## src/verilog/slot_power_pkg.sv

```systemverilog
package slot_power_pkg;

  // select codes driven to the power switch
  localparam logic [2:0] CODE_ALL_LOW = 3'h0;
  localparam logic [2:0] CODE_AUX_HIGH = 3'h1;
  localparam logic [2:0] CODE_ALL_OPEN = 3'h2;
  localparam logic [2:0] CODE_HOST_SIG = 3'h3;
  localparam logic [2:0] CODE_MULTI_ON = 3'h4;
  localparam logic [2:0] CODE_AUX_DISCH = 3'h6;
  localparam logic [2:0] CODE_ALL_GND = 3'h7;

  // value of the select code while reset is applied
  localparam logic [2:0] CODE_RESET = 3'h2;

  // discharge dwell times in microseconds and their cycle counts at 20 MHz
  localparam int CLK_MHZ = 20;
  localparam int DISCH_US = 100;
  localparam int DISCH_CYCLES = DISCH_US * CLK_MHZ;
  localparam int DWELL_W = 12;
  localparam logic [DWELL_W-1:0] DWELL_LOAD = DWELL_W'(DISCH_CYCLES - 1);
  localparam logic [DWELL_W-1:0] DWELL_ZERO = 12'h000;

  // sequencer states
  typedef enum logic [3:0] {
    ST_S_IDLE,
    ST_S_HIGH,
    ST_S_REFUSED,
    ST_S_DISCH,
    ST_M_PWRUP_DISCH,
    ST_M_NO_CARD,
    ST_M_DETECT,
    ST_M_ON,
    ST_M_UNPOWERED,
    ST_M_DISCH
  } seq_state_t;

endpackage : slot_power_pkg
```

## src/verilog/dwell_timer.sv

```systemverilog
`timescale 1ns/10ps

// down counter that reports when a discharge dwell has run out
module dwell_timer
  import slot_power_pkg::*;
(
  // clock and reset
  input wire logic clk,
  input wire logic rst,
  // control
  input wire logic load,
  // status
  output logic expired
);

  typedef struct packed {
    logic [DWELL_W-1:0] count;
  } timer_t;

  timer_t cur_q;
  timer_t nxt_d;

  // reload on request, count down to zero otherwise
  always_comb
  begin
    nxt_d = cur_q;
    if (load)
    begin
      nxt_d.count = DWELL_LOAD;
    end
    else if (cur_q.count != DWELL_ZERO)
    begin
      nxt_d.count = cur_q.count - 12'h001;
    end
  end

  // state register
  always_ff @(posedge clk or posedge rst)
  begin
    if (rst)
    begin
      cur_q <= '0;
    end
    else
    begin
      cur_q <= nxt_d;
    end
  end

  assign expired = (cur_q.count == DWELL_ZERO) && !load;

endmodule : dwell_timer

```

## src/verilog/slot_power_host.sv

```systemverilog
`timescale 1ns/10ps

// Behaviour
// RULE_01: switch disables outputs while low rail low
// RULE_02: switch decodes eight select codes to outputs
// RULE_03: host picks codes per mode and event
// RULE_04: mode chosen from host and card types
// RULE_05: unaccepted single card never gets power
// RULE_06: single host holds 000 after power-up
// RULE_07: refused request keeps 000, even on removal
// RULE_08: granted request holds 001 until removal
// RULE_09: removal returns to 000, optional 110
// RULE_10: multi host power-up via 111 to 010
// RULE_11: multi host holds 010 without card
// RULE_12: multi card detected moves to 011
// RULE_13: confirmed multi card gets 100 until removal
// RULE_14: channel-one single card goes single mode
// RULE_15: other cards stay unpowered until removal
// RULE_16: multi removal passes 111 then 010
// RULE_17: switch fault output delayed for overcurrent
// RULE_18: all select bits change on one edge
module slot_power_host
  import slot_power_pkg::*;
(
  // clock and reset
  input wire logic clk,
  input wire logic rst,
  // host configuration
  input wire logic host_is_multi,
  input wire logic accept_single_card,
  input wire logic discharge_on_removal,
  input wire logic discharge_on_powerup,
  // card events from the host's slot logic
  input wire logic card_present,
  input wire logic card_is_multi,
  input wire logic id_done,
  input wire logic id_multi,
  input wire logic id_channel_one_support,
  input wire logic info_request,
  input wire logic info_grant,
  // switch fault line, active low
  input wire logic fault_n,
  // select lines to the switch
  output logic state_select_bit0,
  output logic state_select_bit1,
  output logic state_select_bit2,
  // status
  output logic card_reset,
  output logic single_mode,
  output logic fault_seen
);

  typedef struct packed {
    seq_state_t st;
    logic [2:0] code;
    logic card_reset;
    logic single_mode;
    logic fault;
  } host_t;

  host_t cur_q;
  host_t nxt_d;
  logic dwell_load;
  logic dwell_done;

  // select code for each state
  function automatic logic [2:0] code_of(input seq_state_t s); // RULE_03
    case (s)
      ST_S_HIGH: code_of = CODE_AUX_HIGH;
      ST_S_DISCH: code_of = CODE_AUX_DISCH;
      ST_M_PWRUP_DISCH: code_of = CODE_ALL_GND;
      ST_M_DISCH: code_of = CODE_ALL_GND;
      ST_M_NO_CARD: code_of = CODE_ALL_OPEN;
      ST_M_UNPOWERED: code_of = CODE_ALL_OPEN;
      ST_M_DETECT: code_of = CODE_HOST_SIG;
      ST_M_ON: code_of = CODE_MULTI_ON;
      default: code_of = CODE_ALL_LOW;
    endcase
  endfunction : code_of

  dwell_timer u_dwell (
    .clk(clk),
    .rst(rst),
    .load(dwell_load),
    .expired(dwell_done)
  );

  // sequencer next state
  always_comb
  begin
    nxt_d = cur_q;
    dwell_load = 1'b0;
    nxt_d.card_reset = 1'b0;
    nxt_d.fault = !fault_n;
    case (cur_q.st)
      ST_S_IDLE: // RULE_06
      begin
        if (card_present && info_request && info_grant)
        begin
          nxt_d.st = ST_S_HIGH; // RULE_08
        end
        else if (card_present && info_request)
        begin
          nxt_d.st = ST_S_REFUSED; // RULE_07
        end
      end
      ST_S_HIGH:
      begin
        if (!card_present)
        begin
          dwell_load = discharge_on_removal;
          nxt_d.st = discharge_on_removal ? ST_S_DISCH : ST_S_IDLE; // RULE_09
        end
      end
      ST_S_REFUSED:
      begin
        if (!card_present)
        begin
          nxt_d.st = ST_S_IDLE; // RULE_07
        end
      end
      ST_S_DISCH:
      begin
        if (dwell_done)
        begin
          nxt_d.st = ST_S_IDLE; // RULE_09
        end
      end
      ST_M_PWRUP_DISCH:
      begin
        if (dwell_done)
        begin
          nxt_d.st = ST_M_NO_CARD; // RULE_10
        end
      end
      ST_M_NO_CARD:
      begin
        if (card_present && card_is_multi)
        begin
          nxt_d.st = ST_M_DETECT; // RULE_12
        end
        else if (card_present)
        begin
          nxt_d.st = ST_M_UNPOWERED; // RULE_11
        end
      end
      ST_M_DETECT:
      begin
        if (!card_present)
        begin
          dwell_load = 1'b1;
          nxt_d.st = ST_M_DISCH;
        end
        else if (id_done && id_multi)
        begin
          nxt_d.st = ST_M_ON; // RULE_13
        end
        else if (id_done && id_channel_one_support && accept_single_card)
        begin
          nxt_d.st = ST_S_IDLE; // RULE_14
          nxt_d.single_mode = 1'b1; // RULE_05
          nxt_d.card_reset = 1'b1;
        end
        else if (id_done)
        begin
          nxt_d.st = ST_M_UNPOWERED; // RULE_15
        end
      end
      ST_M_ON,
      ST_M_UNPOWERED:
      begin
        if (!card_present)
        begin
          dwell_load = 1'b1;
          nxt_d.st = ST_M_DISCH; // RULE_16
        end
      end
      ST_M_DISCH:
      begin
        if (dwell_done)
        begin
          nxt_d.st = ST_M_NO_CARD; // RULE_16
        end
      end
      default:
      begin
        nxt_d.st = ST_S_IDLE;
      end
    endcase
    // single mode entered from a multi host ends with the card
    if (cur_q.single_mode && !card_present && nxt_d.st == ST_S_IDLE)
    begin
      nxt_d.st = ST_M_NO_CARD;
      nxt_d.single_mode = 1'b0;
    end
    // power-up choice taken once, after reset release
    if (cur_q.code == CODE_RESET && cur_q.st == ST_S_IDLE && !cur_q.single_mode
        && host_is_multi)
    begin
      dwell_load = discharge_on_powerup;
      nxt_d.st = discharge_on_powerup ? ST_M_PWRUP_DISCH : ST_M_NO_CARD; // RULE_04
    end
    nxt_d.code = code_of(nxt_d.st); // RULE_18
  end

  // one register holds all sequencer state; the code bits move together
  always_ff @(posedge clk or posedge rst)
  begin
    if (rst)
    begin
      cur_q.st <= ST_S_IDLE;
      cur_q.code <= CODE_RESET;
      cur_q.card_reset <= 1'b0;
      cur_q.single_mode <= 1'b0;
      cur_q.fault <= 1'b0;
    end
    else
    begin
      cur_q <= nxt_d; // RULE_18
    end
  end

  // outputs straight from the register
  assign state_select_bit0 = cur_q.code[0];
  assign state_select_bit1 = cur_q.code[1];
  assign state_select_bit2 = cur_q.code[2];
  assign card_reset = cur_q.card_reset;
  assign single_mode = cur_q.single_mode;
  assign fault_seen = cur_q.fault;
endmodule : slot_power_host

```

## config.mk

```make
export PLATFORM = sky130hd
export DESIGN_NAME = slot_power_host
export DESIGN_NICKNAME = d
export VERILOG_FILES = /design/src/verilog/slot_power_pkg.sv /design/src/verilog/dwell_timer.sv /design/src/verilog/slot_power_host.sv
export SDC_FILE = /design/constraint.sdc
export NUM_CORES = 1
export LEC_CHECK = 0
export ABC_AREA = 1
export BUFFER_PORTS_ARGS = -buffer_cell sky130_fd_sc_hd__buf_2
export CAP_MARGIN = 20
export CORE_MARGIN = 2
export CORE_UTILIZATION = 25
export CTS_CLUSTER_DIAMETER = 60
export CTS_CLUSTER_SIZE = 12
export DETAILED_ROUTE_END_ITERATION = 8
export GPL_TIMING_DRIVEN = 0
export PLACE_DENSITY = 0.42
export SLEW_MARGIN = 25
export SYNTH_ARGS = -nofsm -noshare
export SYNTH_HDL_FRONTEND = slang
export SYNTH_SLANG_ARGS = --single-unit
```

## constraint.sdc

```tcl
create_clock -name clk -period 2.16 [get_ports clk]
set_clock_uncertainty 0.15 [all_clocks]
set_input_delay 0.108 -clock clk [delete_from_list [all_inputs] [get_ports clk]]
set_output_delay 0.108 -clock clk [all_outputs]
set_load 0.02 [all_outputs]
```

==> out/metrics.csv <==
stage,metric,value,unit
run_status,status,"finished, violations left",
run_status,failing checks,setup timing,
route,vias,1445,
route,Vias/cell,4.42,
sta,Max Clk Rate,426,MHz
yosys,cell taking the most area after synthesis,dfrtp_1,
global_route,largest net degree at the start of global routing,23,
sta,Final Hold Vio Count,0,
finish,Final Cell Area,0.00221,mm2
yosys,synthesized netlist net count,224,
finish,filler cell count,655,
worst_setup_path,CP max stage delay,380,ps
sta,fin crit share,109,%
power,VDD IR-drop max,0.000538,V
yosys,sequential fraction of the synthesis area,35.7,%
clock_tree,H-tree depth,1,
floorplan,I/O pins,20,
floorplan,Core Region,0.00596,mm2
worst_setup_path,data required time of the critical path,2220,ps
worst_setup_path,Critical-path top delay cell,dfrtp_1,
power,LEAKAGE,1.10,nW
worst_setup_path,critical-path cell list,buf_6 -> nor2_2 -> nand2_2 -> nand3_2 -> nand2_2 -> nand4_4 -> buf_6 -> nand2_4 -> a21oi_4 -> nand3_2 -> nand2_2 -> nand2_2 -> inv_4 -> ha_4 -> nand2_1 -> nand3b_1 -> nand3_1,
route,Total Wirelength,3.93,mm
sta,unrepaired setup endpoints after global routing,true,
global_route,vias in the first global route,1475,
yosys,Post-Syn Area,0.00155,mm2
global_route,initial antenna violation count,0,
worst_setup_path,Max Fanout on Critical Path,7,
clock_tree,clk slew on worst S/H paths,90,ps
floorplan,Initial Utilization,25.9,%
sta,setup ws final,-187,ps
power,power density cells,1140,mW/mm2
worst_setup_path,crit-path leading delay family,simple AND/OR/NAND/NOR gates,
global_route,grt total ovfl,0,
clock_tree,CTS tree,yes,
global_route,first-pass GRT wire length,6.78,mm
worst_setup_path,crit path launch,cur_q[6],
worst_setup_path,worst r2r src,cur_q[6],
route,DR iter-0 viols,103,
worst_setup_path,Crit path buffers/inverters,3,
finish,register area,556,um2
worst_hold_path,hold path startpoint,accept_single_card,
yosys,#FFs+latches synth,22,
placement,Buffers on Ports,18,
finish,Syn-to-layout area delta,43.1,%
finish,layout cells sized above 1,46.0,%
worst_setup_path,cell repeated most along the worst path,nand2_2,
sta,Slew headroom,40.2,%
finish,area of the multi-input gates,0.00104,mm2
yosys,Mapped Cells,206,
finish,# diodes,0,
clock_tree,Clock Sinks,22,
worst_setup_path,CP Class,flop to flop,
floorplan,die footprint,0.00683,mm2
placement,DP Area,0.00174,mm2
finish,post-layout util,37.1,%
sta,fin crit period,2350,ps
clock_tree,Max Root-Sink Buffers,2,
sta,final setup violation count,4,
global_route,GR Util All Layers,13.1,%
worst_setup_path,Critical Path Start Type,flop,
floorplan,vertical die dimension,82.6,um
floorplan,Rows,28,
worst_hold_path,worst min path class,input pin to flop,
yosys,largest cells by area after synthesis,"dfrtp_1 (34%), nand2_1 (10%), inv_1 (6.1%)",
yosys,Unique masters post-synth,36,
worst_setup_path,crit end category,flop,
finish,NumNets Final,271,
sta,Worst-Margin Slew,896,ps
clock_tree,CTS buffer count,3,
route,DRC errors left,0,
clock_tree,clk_lat worst skew,260,ps
sta,Slew Limit Fails,0,
placement,gp weighted congestion,0.818,
worst_setup_path,Worst Path Arrival,2400,ps
floorplan,DIE WIDTH,82.6,um
route,Final ANT Viol Nets,0,
run,# Max-Cap Violations,0,
finish,"non-filler cells, final",327,
yosys,"Warnings, synthesis",0,
clock_tree,CTS root buf,clkbuf_8,
placement,Final HPWL DP,2.73,mm
yosys,Avg Synthesized Cell Area,7.50,um2
route,Routed wire per std cell,12.0,um
route,Pre-antenna DRT Iters,4,
placement,placed insts,299,
yosys,post-synth top area share,34.0,%
metrics by stage:
| stage | setup TNS, ps | hold WS [ps] | total power [mW] | worst slack, ps |
|---|---|---|---|---|
| CTS | -433 | 11.3 | 2.31 | -198 |
| global placement | -1040 | 100 | 1.60 | -394 |
| floorplan | -332 | -53.5 | 1.39 | -144 |
| global route | -1040 | 18.1 | 2.76 | -366 |
| finish | -427 | 11.0 | 2.52 | -187 |
| detailed placement | -1080 | 103 | 1.59 | -410 |
tightest hold or removal path: stages:
cell and delay (ps):
buf_2 100, nand3_1 100, nor4_1 80
what timing repair did:
action,4_1_cts,5_1_grt
endpoints found under the setup margin,3,6
endpoints found under the hold margin,23,0
hold buffers,3,0
pin swaps,20,16
resized for setup,24,27
setup buffers,16,8
registers in the layout (all words and copies together), names as in the netlist:
name and count:
single_mode 1, fault_seen 1, state_select_bit2 1, state_select_bit0 1, card_reset 1, cur_q 4, u_dwell.cur_q 12, state_select_bit1 1
cell usage in the layout (no fill, tap or decap), types with 2 or more instances in the layout:
cell type / netlist / layout
nand2_1: 43 / 33
a21oi_1: 5 / 4
nor2_2: 6 / 5
nand3_1: 17 / 14
dfrtp_2: 0 / 3
xor2_1: 2 / 2
nand2_4: 0 / 8
nor2_4: 1 / 7
clkbuf_8: 0 / 3
dlygate4sd3_1: 0 / 3
dfrtp_1: 21 / 18
o211ai_1: 5 / 5
nand3_2: 4 / 7
nand2_2: 10 / 12
buf_4: 1 / 20
a31oi_1: 3 / 3
inv_1: 25 / 22
inv_4: 1 / 2
inv_2: 9 / 10
o21ai_0: 9 / 8
nor2_1: 17 / 12
buf_2: 0 / 18
buf_6: 1 / 3
a21oi_4: 1 / 2
ha_4: 0 / 4
nor3_1: 6 / 5
final timing paths:
check	to	slack [ps]	cells past startpoint
hold / removal	card_reset	10	3
hold reg to reg	u_dwell.cur_q[7]	360	2
setup / recovery	state_select_bit2	-190	17
max in group asynchronous	cur_q[9]	830	3
setup reg to reg	state_select_bit2	-190	17
min in group asynchronous	u_dwell.cur_q[9]	420	3
report_power, final:
part | total (mW) | switching, mW | internal [mW]
Clock | 0.393 | 0.145 | 0.248
Combinational | 1.48 | 0.840 | 0.642
Sequential | 0.642 | 0.100 | 0.542
Total | 2.52 | 1.08 | 1.43
synthesized netlist by cell type, drive strengths merged:
master  count
o211ai      5
dfrtp      21
or2         1
buf         2
and3        1
nor3b       1
nand4       2
nand3      22
a21oi       7
dfstp       1
xor2        2
nor3        7
and2        1
ha          4
nor4        1
o21ai      10
nor2       25
o21a        1
inv        35
nand3b      1
nand2      53
a31oi       3
layout make-up:
type / count / area share, %
Timing Repair Buffer: 42 / 12.9
Multi-Input combinational cell: 147 / 47.3
Clock inverter: 1 / 1.36
Inverter: 35 / 6.40
Clock buffer: 3 / 1.87
Buffer: 2 / 0.849
Sequential cell: 22 / 25.1
Tap cell: 75 / 4.24
metal layers:
layer	global-route usage, %	part of all wire (%)	wire length (um)
met1	17.7	48	1900
met2	22.0	49	1940
met3	2.28	2.0	79
met5	0	0	0
met4	2.46	0.38	15
cell families after synthesis:
group	Yosys count	synth area share, %
AOI/OAI and AO/OA	26	10.6
xor gates and xnor gates	2	1.13
adders and majority gates	4	3.24
buffers and inverters	37	9.88
DFF	22	35.7
and+or+nand+nor	115	39.4
(Power assumes the default switching activity.)
